<file path="src/include/wlp_defines.svh">
// Register offsets, field positions, reset values of the wake-up and low-power pin bank.
// Assumes inclusion by bare name from any design or bench file.
`ifndef WLP_DEFINES_SVH
`define WLP_DEFINES_SVH

// ==========================================================================
// Register byte offsets
`define WLP_OFS_WAKE_LEVEL_SELECT  12'h000
`define WLP_OFS_WAKE_PIN_ENABLE    12'h004
`define WLP_OFS_CRYSTAL_CONFIG     12'h008
`define WLP_OFS_LOWPOWER_PIN_DIR   12'h00c
`define WLP_OFS_LOWPOWER_PIN_VALUE 12'h010
`define WLP_OFS_LOWPOWER_PIN_DRIVE 12'h014
`define WLP_OFS_LOWPOWER_PIN_PULL  12'h018

// ==========================================================================
// Field widths and crystal bit position
`define WLP_WAKE_PINS  5
`define WLP_SLEEP_PINS 3
`define WLP_XTAL_BIT   0

// ==========================================================================
// Reset values
`define WLP_RST_WAKE_LEVEL_SELECT  5'h00
`define WLP_RST_WAKE_PIN_ENABLE    5'h07
`define WLP_RST_CRYSTAL_SELECT     1'h0
`define WLP_RST_LOWPOWER_PIN_DIR   3'h7
`define WLP_RST_LOWPOWER_PIN_VALUE 3'h0
`define WLP_RST_LOWPOWER_PIN_DRIVE 3'h0
`define WLP_RST_LOWPOWER_PIN_PULL  3'h7

`endif

</file>
<file path="src/include/wlp_pkg.sv">
// Types shared by the wake-up and low-power pin bank.
// Assumes wlp_defines.svh is on the include path.
`include "wlp_defines.svh"

package wlp_pkg;
    // ======================================================================
    // Register selector
    typedef enum {
        WLP_SEL_LEVEL,
        WLP_SEL_ENABLE,
        WLP_SEL_XTAL,
        WLP_SEL_DIR,
        WLP_SEL_VALUE,
        WLP_SEL_DRIVE,
        WLP_SEL_PULL,
        WLP_SEL_NONE
    } wlp_sel_e;

    // APB slave phase
    typedef enum {
        WLP_BUS_IDLE,
        WLP_BUS_ACCESS
    } wlp_bus_e;

    typedef logic [`WLP_WAKE_PINS-1:0]  wlp_wake_t;
    typedef logic [`WLP_SLEEP_PINS-1:0] wlp_sleep_t;
endpackage

</file>
<file path="src/rtl/wlp_ctrl.sv">
// APB register bank for wake-up sources, crystal select and low-power pin settings.
// Assumes an APB master on clk_sys and a power controller giving lowPowerMode.
`include "wlp_defines.svh"
module wlp_ctrl
    import wlp_pkg::*;
(
    input  wire logic        clk_sys,
    input  wire logic        rst,
    input  wire logic        psel,
    input  wire logic        penable,
    input  wire logic        pwrite,
    input  wire logic [11:0] paddr,
    input  wire logic [31:0] pwdata,
    input  wire logic [3:0]  pstrb,
    output logic      [31:0] prdata,
    output logic             pready,
    output logic             pslverr,
    input  wire wlp_wake_t   wakePin,
    input  wire logic        lowPowerMode,
    input  wire wlp_sleep_t  normOutEnable,
    input  wire wlp_sleep_t  normValue,
    input  wire wlp_sleep_t  normDrive,
    input  wire wlp_sleep_t  normPull,
    output logic             wakeRequest,
    output wlp_wake_t        wakeMatch,
    output logic             crystalFreqSelect,
    output wlp_sleep_t       pinOutEnable,
    output wlp_sleep_t       pinOut,
    output wlp_sleep_t       pinDriveHigh,
    output wlp_sleep_t       pinPullEnable
);
    // ======================================================================
    // State
    typedef struct packed {
        wlp_bus_e   phase;       // APB phase tracker
        logic [31:0] rdata;      // Registered read data
        logic        err;        // Registered slave error
        wlp_wake_t   levelSel;   // Wake level per pin
        wlp_wake_t   pinEnable;  // Wake enable per pin
        logic        xtalSel;    // Crystal frequency select
        wlp_sleep_t  direction;  // Low-power direction, 1 input
        wlp_sleep_t  value;      // Low-power output value
        wlp_sleep_t  drive;      // Low-power drive strength
        wlp_sleep_t  pull;       // Low-power pull enable
    } wlp_ctrl_s;

    wlp_ctrl_s state;
    wlp_ctrl_s next_state;

    // ======================================================================
    // Address decode, shared by read and write paths
    function automatic wlp_sel_e decodeAddr(input logic [11:0] addr);
        case (addr)
            `WLP_OFS_WAKE_LEVEL_SELECT:  decodeAddr = WLP_SEL_LEVEL;
            `WLP_OFS_WAKE_PIN_ENABLE:    decodeAddr = WLP_SEL_ENABLE;
            `WLP_OFS_CRYSTAL_CONFIG:     decodeAddr = WLP_SEL_XTAL;
            `WLP_OFS_LOWPOWER_PIN_DIR:   decodeAddr = WLP_SEL_DIR;
            `WLP_OFS_LOWPOWER_PIN_VALUE: decodeAddr = WLP_SEL_VALUE;
            `WLP_OFS_LOWPOWER_PIN_DRIVE: decodeAddr = WLP_SEL_DRIVE;
            `WLP_OFS_LOWPOWER_PIN_PULL:  decodeAddr = WLP_SEL_PULL;
            default:                     decodeAddr = WLP_SEL_NONE;
        endcase
    endfunction

    wlp_sel_e    sel;       // Decoded register of the current transfer
    logic [31:0] readWord;  // Read mux output, reserved bits zero
    logic        doWrite;   // Write takes effect this edge
    logic        lowByteOk; // Byte lane 0 enabled; all fields sit there

    assign sel       = decodeAddr(paddr);
    assign lowByteOk = pstrb[0];
    assign doWrite   = psel & penable & pwrite & (sel != WLP_SEL_NONE) & lowByteOk;

    // Read mux: value register returns stored bits, never pin levels
    always_comb begin
        readWord = 32'h0000_0000;
        case (sel)
            WLP_SEL_LEVEL:  readWord[`WLP_WAKE_PINS-1:0]  = state.levelSel;
            WLP_SEL_ENABLE: readWord[`WLP_WAKE_PINS-1:0]  = state.pinEnable;
            WLP_SEL_XTAL:   readWord[`WLP_XTAL_BIT]       = state.xtalSel;
            WLP_SEL_DIR:    readWord[`WLP_SLEEP_PINS-1:0] = state.direction;
            WLP_SEL_VALUE:  readWord[`WLP_SLEEP_PINS-1:0] = state.value;
            WLP_SEL_DRIVE:  readWord[`WLP_SLEEP_PINS-1:0] = state.drive;
            WLP_SEL_PULL:   readWord[`WLP_SLEEP_PINS-1:0] = state.pull;
            default:        readWord = 32'h0000_0000;
        endcase
    end

    // ======================================================================
    // Next-state logic: APB phase tracking and register writes
    always_comb begin
        next_state = state;
        case (state.phase)
            WLP_BUS_IDLE: begin
                // Setup cycle seen; answer on the following access cycle
                if (psel && !penable) begin
                    next_state.phase = WLP_BUS_ACCESS;
                end
            end
            WLP_BUS_ACCESS: begin
                // Single-cycle access; back-to-back setup may follow
                next_state.phase = WLP_BUS_IDLE;
            end
            default: begin
                next_state.phase = WLP_BUS_IDLE;
            end
        endcase

        // Read data captured in setup so it is ready in the access cycle
        if (psel && !penable) begin
            next_state.rdata = pwrite ? 32'h0000_0000 : readWord;
            next_state.err   = (sel == WLP_SEL_NONE);
        end

        // Writes land only in the access cycle; reserved bits dropped
        if (doWrite) begin
            case (sel)
                WLP_SEL_LEVEL: begin
                    next_state.levelSel = pwdata[`WLP_WAKE_PINS-1:0];
                end
                WLP_SEL_ENABLE: begin
                    next_state.pinEnable = pwdata[`WLP_WAKE_PINS-1:0];
                end
                WLP_SEL_XTAL: begin
                    // Hardware never checks the fitted crystal
                    next_state.xtalSel = pwdata[`WLP_XTAL_BIT];
                end
                WLP_SEL_DIR: begin
                    next_state.direction = pwdata[`WLP_SLEEP_PINS-1:0];
                end
                WLP_SEL_VALUE: begin
                    next_state.value = pwdata[`WLP_SLEEP_PINS-1:0];
                end
                WLP_SEL_DRIVE: begin
                    next_state.drive = pwdata[`WLP_SLEEP_PINS-1:0];
                end
                WLP_SEL_PULL: begin
                    next_state.pull = pwdata[`WLP_SLEEP_PINS-1:0];
                end
                default: begin
                    next_state.err = 1'b1;
                end
            endcase
        end
    end

    // ======================================================================
    // Register stage with synchronous reset
    always_ff @(posedge clk_sys) begin
        if (rst) begin
            state.phase     <= WLP_BUS_IDLE;
            state.rdata     <= 32'h0000_0000;
            state.err       <= 1'b0;
            state.levelSel  <= `WLP_RST_WAKE_LEVEL_SELECT;
            state.pinEnable <= `WLP_RST_WAKE_PIN_ENABLE;
            state.xtalSel   <= `WLP_RST_CRYSTAL_SELECT;
            state.direction <= `WLP_RST_LOWPOWER_PIN_DIR;
            state.value     <= `WLP_RST_LOWPOWER_PIN_VALUE;
            state.drive     <= `WLP_RST_LOWPOWER_PIN_DRIVE;
            state.pull      <= `WLP_RST_LOWPOWER_PIN_PULL;
        end else begin
            state <= next_state;
        end
    end

    // ======================================================================
    // Bus outputs: ready is combinational, data from flops
    assign pready            = (state.phase == WLP_BUS_ACCESS);
    assign prdata            = state.rdata;
    assign pslverr           = pready & state.err;
    assign crystalFreqSelect = state.xtalSel;

    // ======================================================================
    // Wake detection
    wlp_wake_detect u_detect (
        .clk_sys         (clk_sys),
        .rst             (rst),
        .wakePin         (wakePin),
        .wakeLevelSelect (state.levelSel),
        .wakePinEnable   (state.pinEnable),
        .wakeMatch       (wakeMatch),
        .wakeRequest     (wakeRequest)
    );

    // ======================================================================
    // Sleep-capable pins are wake pins 0 to 2
    wlp_pin_mux u_mux (
        .clk_sys         (clk_sys),
        .rst             (rst),
        .lowPowerMode    (lowPowerMode),
        .wakeEnableSleep (state.pinEnable[`WLP_SLEEP_PINS-1:0]),
        .lpDirection     (state.direction),
        .lpValue         (state.value),
        .lpDrive         (state.drive),
        .lpPull          (state.pull),
        .normOutEnable   (normOutEnable),
        .normValue       (normValue),
        .normDrive       (normDrive),
        .normPull        (normPull),
        .pinOutEnable    (pinOutEnable),
        .pinOut          (pinOut),
        .pinDriveHigh    (pinDriveHigh),
        .pinPullEnable   (pinPullEnable)
    );
endmodule

</file>
<file path="src/rtl/wlp_wake_detect.sv">
// Combined level-sensitive wake request from the five wake pins.
// Assumes pin levels are synchronous to clk_sys.
`include "wlp_defines.svh"
module wlp_wake_detect
    import wlp_pkg::*;
(
    input  wire logic      clk_sys,
    input  wire logic      rst,
    input  wire wlp_wake_t wakePin,
    input  wire wlp_wake_t wakeLevelSelect,
    input  wire wlp_wake_t wakePinEnable,
    output wlp_wake_t      wakeMatch,
    output logic           wakeRequest
);
    // ======================================================================
    // State
    typedef struct packed {
        wlp_wake_t match;   // Per-pin registered match
        logic      request; // Registered combined request
    } wlp_det_s;

    wlp_det_s state;
    wlp_det_s next_state;

    // Per-pin compare; a disabled pin is masked out regardless of level
    always_comb begin
        next_state = state;
        for (int i = 0; i < `WLP_WAKE_PINS; i++) begin
            next_state.match[i] = wakePinEnable[i]
                                  & ~(wakePin[i] ^ wakeLevelSelect[i]);
        end
        next_state.request = |next_state.match;
    end

    // Register, so the request is glitch free for the power controller
    always_ff @(posedge clk_sys) begin
        if (rst) begin
            state <= '0;
        end else begin
            state <= next_state;
        end
    end

    assign wakeMatch   = state.match;
    assign wakeRequest = state.request;
endmodule

</file>
<file path="src/rtl/wlp_pin_mux.sv">
// Selects low-power or normal settings for the three sleep-capable pins.
// Assumes the power controller flags low-power mode as a level on clk_sys.
`include "wlp_defines.svh"
module wlp_pin_mux
    import wlp_pkg::*;
(
    input  wire logic       clk_sys,
    input  wire logic       rst,
    input  wire logic       lowPowerMode,
    input  wire wlp_sleep_t wakeEnableSleep,
    input  wire wlp_sleep_t lpDirection,
    input  wire wlp_sleep_t lpValue,
    input  wire wlp_sleep_t lpDrive,
    input  wire wlp_sleep_t lpPull,
    input  wire wlp_sleep_t normOutEnable,
    input  wire wlp_sleep_t normValue,
    input  wire wlp_sleep_t normDrive,
    input  wire wlp_sleep_t normPull,
    output wlp_sleep_t      pinOutEnable,
    output wlp_sleep_t      pinOut,
    output wlp_sleep_t      pinDriveHigh,
    output wlp_sleep_t      pinPullEnable
);
    typedef struct packed {
        wlp_sleep_t oe;
        wlp_sleep_t dout;
        wlp_sleep_t ds;
        wlp_sleep_t pe;
    } wlp_mux_s;

    wlp_mux_s state;
    wlp_mux_s next_state;

    // ======================================================================
    // Pin setting selection
    always_comb begin
        next_state = state;
        if (lowPowerMode) begin
            // Direction 0 means output; a wake source is forced to input
            next_state.oe   = ~lpDirection & ~wakeEnableSleep;
            next_state.dout = lpValue;
            next_state.ds   = lpDrive;
            next_state.pe   = lpPull;
        end else begin
            // Outside low power the normal configuration rules
            next_state.oe   = normOutEnable;
            next_state.dout = normValue;
            next_state.ds   = normDrive;
            next_state.pe   = normPull;
        end
    end

    // Reset leaves the pins undriven with pulls on
    always_ff @(posedge clk_sys) begin
        if (rst) begin
            state.oe   <= '0;
            state.dout <= '0;
            state.ds   <= '0;
            state.pe   <= `WLP_RST_LOWPOWER_PIN_PULL;
        end else begin
            state <= next_state;
        end
    end

    assign pinOutEnable  = state.oe;
    assign pinOut        = state.dout;
    assign pinDriveHigh  = state.ds;
    assign pinPullEnable = state.pe;
endmodule

</file>
<file path="config.mk">
export PLATFORM = sky130hd
export DESIGN_NAME = wlp_ctrl
export DESIGN_NICKNAME = d
export VERILOG_FILES = /design/src/include/wlp_pkg.sv /design/src/rtl/wlp_ctrl.sv /design/src/rtl/wlp_wake_detect.sv /design/src/rtl/wlp_pin_mux.sv
export VERILOG_INCLUDE_DIRS = /design/src /design/src/include
export SDC_FILE = /design/constraint.sdc
export NUM_CORES = 1
export LEC_CHECK = 0
export ABC_AREA = 1
export BUFFER_PORTS_ARGS = -buffer_cell sky130_fd_sc_hd__buf_2
export CORE_MARGIN = 2
export CORE_UTILIZATION = 48
export CTS_CLUSTER_DIAMETER = 40
export DETAILED_ROUTE_END_ITERATION = 6
export GPL_TIMING_DRIVEN = 1
export PLACE_DENSITY_LB_ADDON = 0.08
export SLEW_MARGIN = 20
export SYNTH_ARGS = -nofsm -noshare
export SYNTH_HDL_FRONTEND = slang
export SYNTH_SLANG_ARGS = --single-unit
export TNS_END_PERCENT = 5
</file>
<file path="constraint.sdc">
create_clock -name clk_sys -period 2.4 [get_ports clk_sys]
set_input_delay 0.24 -clock clk_sys [delete_from_list [all_inputs] [get_ports clk_sys]]
set_output_delay 0.24 -clock clk_sys [all_outputs]
set_load 0.02 [all_outputs]
</file>
Word-level counts from Yosys, hierarchy flattened
Index checks and enable logic that the tools add are counted.
- eq/ne operators: 14
- mux-type cells: 16
- bitwise gates (word level): 24
- reduce and logical (&&, ||, !) cells: 15
- operator list (cell ; number):
    $eq 32x3->1 const B ; 3
    $eq 32x2->1 const B ; 2
    $logic_not 32->1 ; 2
    $eq 12x5->1 const B ; 3
    $eq 32x1->1 const B ; 1
    $eq 32x4->1 const B ; 1
    $ne 32x4->1 const B ; 1
    $eq 12x4->1 const B ; 2
    $mux 24 ; 1
    $pmux 3 s7 ; 1
    $mux 5 ; 3
    $reduce_and 2->1 ; 7
    $eq 12x3->1 const B ; 1
    $logic_not 12->1 ; 1
    $mux 12 ; 1
    $mux 3 ; 4
    $pmux 2 s6 ; 1
    $and 1x1->1 ; 10
    $pmux 1 s7 ; 1
    $reduce_or 7->1 ; 1
    $not 1->1 ; 6
    $not 3->3 ; 2
    $reduce_or 5->1 ; 1
    $xor 1x1->1 ; 5
    6 further kinds ; 8
- register bits: 48
- input bits: 71
- output and inout port bits: 53
- logic and storage cells: 85

Depth between registers and ports, before layout
Gate-level depths: netlist of the first run.
- depth after elaboration: 6
- depth in mapped cells: 11
- gate-level depth less buffers: 11

Modules after synthesis
Synthesis of the first run repeated with hierarchy kept, for this count alone.
- cells, all modules: 362
- area total of the unflattened synthesis: 2583.7 sq um
- by module, submodules not included (module ; times used ; cells each ; area each (sq um) ; sequential area each (sq um)):
    wlp_ctrl ; 1 ; 266 ; 1849.3 ; 600.6
    wlp_pin_mux ; 1 ; 56 ; 441.7 ; 240.2
    wlp_wake_detect ; 1 ; 40 ; 292.8 ; 120.1

Least setup slack after synthesis of the first run
No wires, ideal clock.
- kind: input to register
- start point: input port paddr[11]
- end point: register state[18] (netlist bit)
- library setup time: 0.124 ns
- arrival time: 1.053 ns
- required time: 2.276 ns
- path slack: 1.223 ns
- cell stages on the path: 6
- buffers on the path: 0
- cells stage by stage: nor2_2 nand2_4 nor3_2 nand2_1 o21ai_0 a21oi_1
- cells in the longest elaborated chain, start to end: 6
- elaborated cells between the ends (all ways): 13
- those cells by class: eq/ne (7); mux (1); bitwise (2); reduce/logical (3)
- RTL lines (what ; line ; text):
    start: declaration ; wlp_ctrl.sv:12 ; input wire logic [11:0] paddr,
    $eq 12x5->1, or another cell as far along ; wlp_ctrl.sv:53 ; case (addr)
    $pmux 3 s7 * ; wlp_ctrl.sv:53 ;
    $ne 32x4->1 ; wlp_ctrl.sv:72 ; assign doWrite = psel & penable & pwrite & (sel != WLP_SEL_NONE) & lowByteOk;
    $and 1x1->1 (2 in a row) ; wlp_ctrl.sv:72 ;
    $reduce_and 2->1 (no source line) * ; - ;
    end signal: assignment ; wlp_ctrl.sv:162 ; state <= next_state;
    end: declaration ; wlp_ctrl.sv:47 ; wlp_ctrl_s state;
Every way passes the cells marked *; elsewhere a longest branch is shown, timed or not.
A chain may end at the register's enable or synchronous reset.

Final worst setup path of the first run
- start point: input port paddr[1]
- end point: register state[19] (netlist bit)
Same word-level chain as after synthesis.

==> metrics.md, run 1 <==
| Metric | Value |
|---|---|
| Synth area leader | dfxtp_1 |
| Core area | 0.00472 mm2 |
| # diodes | 0 |
| Maximum vdd drop | 0.372 mV |
| Worst Path Max Fanout | 10 |
| Part of the power in registers | 0.542 |
| Top cells by area, synth | dfxtp_1, buf_4, nand2_1, a21oi_1, inv_1 |
| Placer Congestion | 0.808 |
| Period utilisation layout | 0.475 |
| Cell variety after synth | 30 |
| Max Clock Freq | 0.876 GHz |
| CTS sink cnt | 48 |
| Pwr Density | 555 mW/mm2 |
| Status | finished, final reports clean |
| Combinational group share of total power | 0.121 |
| Fin. max-slew vios | 0 |
| Seq/Total Area, Yosys | 0.408 |
| Root Buffer | clkbuf_8 |
| Crit-path slowest cell | nand2_1 |
| Switching share of total power | 0.269 |
| Die width | 74.1 um |
| CTS tree | built |
| Vias | 2024 |
| Initial Utilization | 0.499 |
| Routed len/inst | 10.8 um |
| MaxCap Viol Count | 0 |
| Post-CTS Setup Bufs | 0 |
| Req. time, crit path | 2.59 ns |
| Clock Power Share | 0.337 |
| Initial antenna violation count | 0 |
| Vias per cell | 4.54 |
| Vias in the first global route | 1806 |
| Hold crit path type | in2reg |
| Layout area overhead | 15.0% |
| I/O Buffers | 66 |
| Min cycle time layout | 1.14 ns |
| Highest metal used | met4 |
| Top FF cell, synth | dfxtp_1 |
| DRT met1 WL | 2160 um |
| Setup tns final | 0 ns |
| Hpwl dp | 3780 um |
| Switch Pwr | 0.405 mW |
| Fill count | 485 |
| Global-route wire length before repair | 8010 um |
| Post_cts resized | 0 |
| Crit path capture type | register |
| Routed Wire Length | 4810 um |
| Drc violations | 0 |
| CP Cell Sequence | buf_2, nor2_4, nand3_1, nor3_2, nand2_1, o21ai_0, a21oi_1 |
| Leak Pwr | 1.37 nW |
| Overall Global Routing Usage | 0.189 |
| Pin count of the biggest net entering global routing | 33 |
| Die Height | 74.1 um |
| Cell row count | 25 |
| RSZ-0062 raised after global routing | no |
| Final non-filler cell total | 446 |
| Die ar. | 0.00548 mm2 |
| Critical path arrival | 1.33 ns |
| Post-Place Cells | 438 |
| Routed Antenna Nets | 0 |
| Clock Tree Buf Depth | 2 |
| IO Pins | 124 |
| Fin nets | 449 |
| Setup violators final | 0 |
| Layout Skew | 0.00395 ns |
| CP max stage delay | 0.22 ns |
| Share of the synthesized area in the top cell type | 0.408 |
| CTS Hold Bufs | 0 |
| Skew-Pair Late Insertion Delay | 0.30 ns |
| Clock transition at path regs | 0.09 ns |
| Met2 wire length | 2330 um |
| DRT Pass-1 Iters | 4 |
| Met3 wire length | 272 um |
| Yosys warnings | 0 |
| DR iter-0 viols | 62 |
| Share of layout cells above drive strength 1 | 0.251 |
| Grt total ovfl | 0 |
| Critical path type | in2reg |
| Htree depth | 2 |
| Syn avg cell area | 7.46 um2 |
| Multi-input gate area | 0.00109 mm2 |
| Post-Synthesis Cells | 316 |
| Seq. cell area | 961 um2 |
| Netlist Area Pre-Place | 0.00236 mm2 |
| Seq cells post-synth | 48 |
| CTS Buf Count | 5 |
| Number of flops mapped to enable cells by yosys | 0 |
| Worst setup SP type | input port |
| Asr flop ratio synth | 0 |
| Cell-internal power | 1.10 mW |
| Final hold vios | 0 |
-- kinds of logic (layout without fill, tap and decap cells) --
| group | Yosys count | count (layout) | synth area share |
|---|---|---|---|
| AND/OR/NAND/NOR | 121 | 121 | 0.246 |
| AO/OA/AOI/OAI | 67 | 67 | 0.161 |
| XOR/XNOR | 3 | 3 | 0.0112 |
| other | 1 | 27 | 0.00159 |
| flip-flops | 48 | 48 | 0.408 |
| buffers and inverters | 76 | 113 | 0.172 |
-- metal layers --
layer | vias to the layer above | GRT usage
met5 | - | 0
met1 | 873 | 0.236
met3 | 4 | 0.0488
li1 | 1088 | -
met2 | 59 | 0.322
met4 | 0 | 0.0545
-- through the flow --
stage	instance area, um2	setup WS, ns	util	hold slack, ns	power, mW
after floorplan	2450	1.22	-	0.353	0.984
after global placement	2610	0.964	0.553	0.442	1.02
after detailed placement	2610	0.951	0.553	0.448	1.02
after CTS	2710	1.25	0.574	0.131	1.52
after global routing	2710	1.09	0.574	0.128	1.58
final	2710	1.26	0.574	0.139	1.50
-- critical path, delay by kind of cell --
family	cells	cell delay, ns
simple gates	4	0.72
compound gates	2	0.26
buf+inv	1	0.12
-- registers in the layout, indices dropped and copies added, names as in the netlist --
register / flops
crystalFreqSelect: 1
prdata: 5
state: 24
u_detect.wakeMatch: 5
u_detect.wakeRequest: 1
u_mux.pinDriveHigh: 3
u_mux.pinOut: 3
u_mux.pinOutEnable: 3
u_mux.pinPullEnable: 3
-- synthesized netlist by cell type, drive strengths merged (2+ instances only) --
master	n
buf	32
nand2	57
nor2	30
clkbuf	6
xnor2	3
a21oi	30
o211ai	9
nor3	5
o21ai	23
nand4	2
o22ai	2
nand3	26
dfxtp	48
inv	37
-- layout by cell type, fill, tap and decap left out, drive strengths merged, types with 3 or more instances in the layout --
| cell type | n |
|---|---|
| clkbuf | 6 |
| o211ai | 9 |
| dfxtp | 48 |
| nor2 | 30 |
| buf | 67 |
| nand2 | 57 |
| nand3 | 26 |
| o21ai | 23 |
| a21oi | 30 |
| inv | 37 |
| xnor2 | 3 |
| conb | 27 |
| nor3 | 5 |
-- area by class of cell --
type,count,area share
clock buffers,6,0.0305
clock inverters,2,0.00554
inverters,38,0.0526
multi-input cells,218,0.401
flip-flops and latches,48,0.355
well taps,67,0.0309
repair buffers,67,0.125
-- power groups by stage --
| stage | Clock, mW | Combinational [mW] | Sequential, mW |
|---|---|---|---|
| CTS | 0.526 | 0.182 | 0.815 |
| detailed placement | 0 | 0.182 | 0.834 |
| finish | 0.507 | 0.181 | 0.815 |
| global route | 0.554 | 0.205 | 0.817 |
| floorplan | 0 | 0.130 | 0.854 |
| global placement | 0 | 0.181 | 0.834 |
-- path summary, 6_finish.rpt --
check | cells after the start | from | to | slack [ns]
hold / removal | 3 | normPull[0] | u_mux.pinPullEnable[0]$_SDFF_PP1_ | 0.14
setup / recovery | 7 | paddr[1] | state[19]$_SDFFE_PP0P_ | 1.26
setup reg to reg | 4 | state[22]$_SDFFE_PP0P_ | u_detect.wakeRequest$_SDFF_PP0_ | 1.42
hold reg to reg | 1 | state[56]$_SDFFE_PP0P_ | state[56]$_SDFFE_PP0P_ | 0.46
Power figures use the tool's default switching activity.
==> run 2, diff against run 1 <==
--- a/config.mk
+++ b/config.mk
@@ -6,10 +6,10 @@
 export SDC_FILE = /design/constraint.sdc
 export NUM_CORES = 1
 export LEC_CHECK = 0
-export ABC_AREA = 1
+export ABC_AREA = 0
 export BUFFER_PORTS_ARGS = -buffer_cell sky130_fd_sc_hd__buf_2
 export CORE_MARGIN = 2
-export CORE_UTILIZATION = 48
+export CORE_UTILIZATION = 41
 export CTS_CLUSTER_DIAMETER = 40
 export DETAILED_ROUTE_END_ITERATION = 6
 export GPL_TIMING_DRIVEN = 1
==> constraint.sdc (replaced) <==
create_clock -name clk_sys -period 0.95 [get_ports clk_sys]
set_input_delay 0.095 -clock clk_sys [delete_from_list [all_inputs] [get_ports clk_sys]]
set_output_delay 0.095 -clock clk_sys [all_outputs]
set_load 0.02 [all_outputs]
==> metrics.md, run 2 <==
| Metric | Value |
|---|---|
| Cell row count | 27 (was 25) |
| Vias in the first global route | 2013 (was 1806) |
| Core area | 0.00557 mm2 (was 0.00472 mm2) |
| Fin nets | 440 (was 449) |
| Worst r2r src | state[5]$_SDFFE_PP0P_ (was state[22]$_SDFFE_PP0P_) |
| Top cells by area, synth | dfxtp_1, mux2i_1, buf_4, nor2_1, nand2b_1 (was dfxtp_1, buf_4, nand2_1, a21oi_1, inv_1) |
| MaxCap Viol Count | 0 (unchanged) |
| Overall Global Routing Usage | 0.183 (was 0.189) |
| Final hold vios | 0 (unchanged) |
| Placer Congestion | 0.799 (was 0.808) |
| Critical path arrival | 1.45 ns (was 1.33 ns) |
| Worst setup SP type | register (was input port) |
| Post-Synthesis Cells | 265 (was 316) |
| Routed Wire Length | 5650 um (was 4810 um) |
| Vias per cell | 4.75 (was 4.54) |
| Dpl cell area | 0.00301 mm2 (was 0.00261 mm2) |
| Max Clock Freq | 0.790 GHz |
| Clock transition at path regs | 0.09 ns (about the same) |
| Yosys warnings | 0 (unchanged) |
| Skew-Pair Late Insertion Delay | 0.30 ns (about the same) |
| Req. time, crit path | 1.14 ns (was 2.59 ns) |
| DR iter-0 viols | 101 (was 62) |
| Syn avg cell area | 9.05 um2 (was 7.46 um2) |
| Commonest non-fill, non-tap cell in the layout | buf_2 (unchanged) |
| Die Height | 80.5 um (was 74.1 um) |
| CTS Buf Count | 5 (unchanged) |
| CP Capture Point | prdata[2]$_SDFFE_PP0P_ (was state[19]$_SDFFE_PP0P_) |
| Most frequent cells in the layout | buf_2, buf_4, dfxtp_1, nor2_1, conb_1 (was buf_2, nand2_1, dfxtp_1, inv_1, a21oi_1) |
| Share of the synthesized area in the top cell type | 0.401 (was 0.408) |
| Period utilisation layout | 1.33 |
| Layout Skew | 0.00944 ns (was 0.00395 ns) |
| Top post-synthesis cells by count | dfxtp_1, nor2_1, buf_4, mux2i_1, nand2_1 (was nand2_1, dfxtp_1, inv_1, buf_4, a21oi_1) |
| Final Cell Area | 0.00324 mm2 (was 0.00271 mm2) |
| Count leader, synth | dfxtp_1 (was nand2_1) |
| Total power | 4.23 mW (was 1.50 mW) |
| Cell variety after synth | 40 (was 30) |
| Initial antenna violation count | 0 (unchanged) |
| Register-to-register setup slack | -0.32 ns (was 1.42 ns) |
| Hpwl dp | 4370 um (was 3780 um) |
| Grt total ovfl | 0 (unchanged) |
| Setup violators final | 24 (was 0) |
| DRT Pass-1 Iters | 4 (unchanged) |
| Crit-path slowest cell | mux4_2 (was nand2_1) |
| Pin count of the biggest net entering global routing | 51 (was 33) |
| Initial Utilization | 0.430 (was 0.499) |
| CP Cell Sequence | mux4_2, nor2_1, nor2_1, a22o_1 (was buf_2, nor2_4, nand3_1, nor3_2, nand2_1, o21ai_0, a21oi_1) |
| # diodes | 0 (unchanged) |
| Worst reg-to-reg path cell count | 4 (unchanged) |
| Synth area leader | dfxtp_1 (unchanged) |
| I/O Buffers | 66 (unchanged) |
| Critical path type | reg2reg (was in2reg) |
| Status | finished, violations left (was finished, final reports clean) |
| CTS sink cnt | 48 (unchanged) |
| Asr flop ratio synth | 0 (unchanged) |
| Max reg flops | 24 (unchanged) |
| Fill count | 514 (was 485) |
| Hold crit path type | in2reg (unchanged) |
| Layout area overhead | 35.0% (was 15.0%) |
| Failing checks | setup timing |
| Die width | 80.5 um (was 74.1 um) |
| Seq/Total Area, Yosys | 0.401 (was 0.408) |
| Fin. max-slew vios | 0 (unchanged) |
| Critical path launch point | state[5]$_SDFFE_PP0P_ (was paddr[1]) |
| Die ar. | 0.00648 mm2 (was 0.00548 mm2) |
| Worst Path Max Fanout | 2 (was 10) |
| Min cycle time layout | 1.27 ns |
| Routed Antenna Nets | 0 (unchanged) |
| Routed len/inst | 12.8 um (was 10.8 um) |
| Worst setup margin | -0.315 ns (was 1.26 ns) |
| RSZ-0062 raised after global routing | yes (was no) |
| Worst r2r dst | prdata[2]$_SDFFE_PP0P_ (was u_detect.wakeRequest$_SDFF_PP0_) |
| Share of layout cells above drive strength 1 | 0.405 (was 0.251) |
| Crit path capture type | register (unchanged) |
| Vias | 2101 (was 2024) |
| Setup tns final | -3.56 ns (was 0 ns) |
| IO Pins | 124 (unchanged) |
| Crit-path most repeated cell | nor2_1 |
| Drc violations | 0 (unchanged) |
| Top FF cell, synth | dfxtp_1 (unchanged) |
| Clock Tree Buf Depth | 2 (unchanged) |
| Leak Pwr | 1.49 nW (was 1.37 nW) |
| Root Buffer | clkbuf_8 (unchanged) |
| Netlist Area Pre-Place | 0.00240 mm2 (was 0.00236 mm2) |
| CTS tree | built (unchanged) |
| Htree depth | 2 (unchanged) |
| Number of flops mapped to enable cells by yosys | 0 (unchanged) |
| Seq cells post-synth | 48 (unchanged) |
| WHS | 0.0205 ns (was 0.139 ns) |
| Global-route wire length before repair | 9180 um (was 8010 um) |
| Pwr Density | 1310 mW/mm2 (was 555 mW/mm2) |
| Largest reg by FF count | state (unchanged) |
| CP max stage delay | 0.47 ns (was 0.22 ns) |
| Maximum vdd drop | 0.837 mV (was 0.372 mV) |
run 2: changes by cell type in the layout (fill, tap and decap cells not counted), moves of 17 or more:
cell / previous run / this run
buf_4: 1 / 48
nand2_1: 51 / 13
inv_1: 36 / 1
mux2i_1: 0 / 25
nand3_1: 25 / 4
a21oi_1: 28 / 11
run 2: worst min-delay path by stage:
stage,startpoint,end,slack [ns],cells past startpoint
2_1_floorplan,lowPowerMode,u_mux.pinPullEnable[0]$_SDFF_PP1_,0.22,1
3_3_place_gp,normOutEnable[2],u_mux.pinOutEnable[2]$_SDFF_PP0_,0.33,3
3_5_place_dp,normOutEnable[0],u_mux.pinOutEnable[0]$_SDFF_PP0_,0.33,3
4_1_cts,normOutEnable[0],u_mux.pinOutEnable[0]$_SDFF_PP0_,0.02,3
5_1_grt,normOutEnable[0],u_mux.pinOutEnable[0]$_SDFF_PP0_,0.02,3
6_report,normOutEnable[0],u_mux.pinOutEnable[0]$_SDFF_PP0_,0.02,3
run 2: per-stage QoR:
stage,utilization,cells,setup WS [ns]
after floorplan,-,291,-0.520
after global placement,0.540,434,-0.631
after detailed placement,0.540,434,-0.656
after CTS,0.574,442,-0.317
after global routing,0.581,442,-0.362
final,0.581,442,-0.315
run 2: layout make-up:
| class | instances | area [um2] | share of cell area |
|---|---|---|---|
| Timing Repair Buffer | 115 | 746 | 0.230 |
| Multi-Input combinational cell | 198 | 1310 | 0.405 |
| Inverter | 1 | 3.75 | 0.00116 |
| Clock buffer | 6 | 82.6 | 0.0255 |
| Tap cell | 72 | 90.1 | 0.0278 |
| Sequential cell | 48 | 966 | 0.298 |
| Clock inverter | 2 | 38.8 | 0.0120 |
run 2: what timing repair did:
item	in CTS	in global routing
setup endpoints to repair	32	32
pin swaps	20	2
resized for setup	12	13
setup buffers	0	0
hold buffers	0	0
endpoints found under the hold margin	0	0
run 2: metal layers:
metal  track usage  up-vias  part of all wire
met1         0.232      981              0.45
met4        0.0492        0            0.0085
met3        0.0315        6             0.044
met5             0        -                 0
met2         0.318       45              0.50
li1              -     1069                 -
run 2: power breakdown:
group / internal, mW / switching (mW) / total [mW]
Clock: 0.861 / 0.668 / 1.53
Sequential: 2.05 / 0.00854 / 2.06
Combinational: 0.257 / 0.385 / 0.641
Total: 3.16 / 1.06 / 4.23
run 2: cells by family after synthesis:
group / count (synthesis) / share of synthesized area
DFF: 48 / 0.401
and+or+nand+nor: 102 / 0.240
buffers and inverters: 45 / 0.120
other: 1 / 0.00156
AOI/OAI and AO/OA: 36 / 0.0913
muxes: 28 / 0.128
xor gates and xnor gates: 5 / 0.0183
run 2: worst max-delay path, delay by kind of cell (launching register included):
kind             cells  cell delay (ns)
multiplexers         1             0.47
flip-flops           1             0.33
AO/OA/AOI/OAI        1             0.19
AND/OR/NAND/NOR      2             0.17
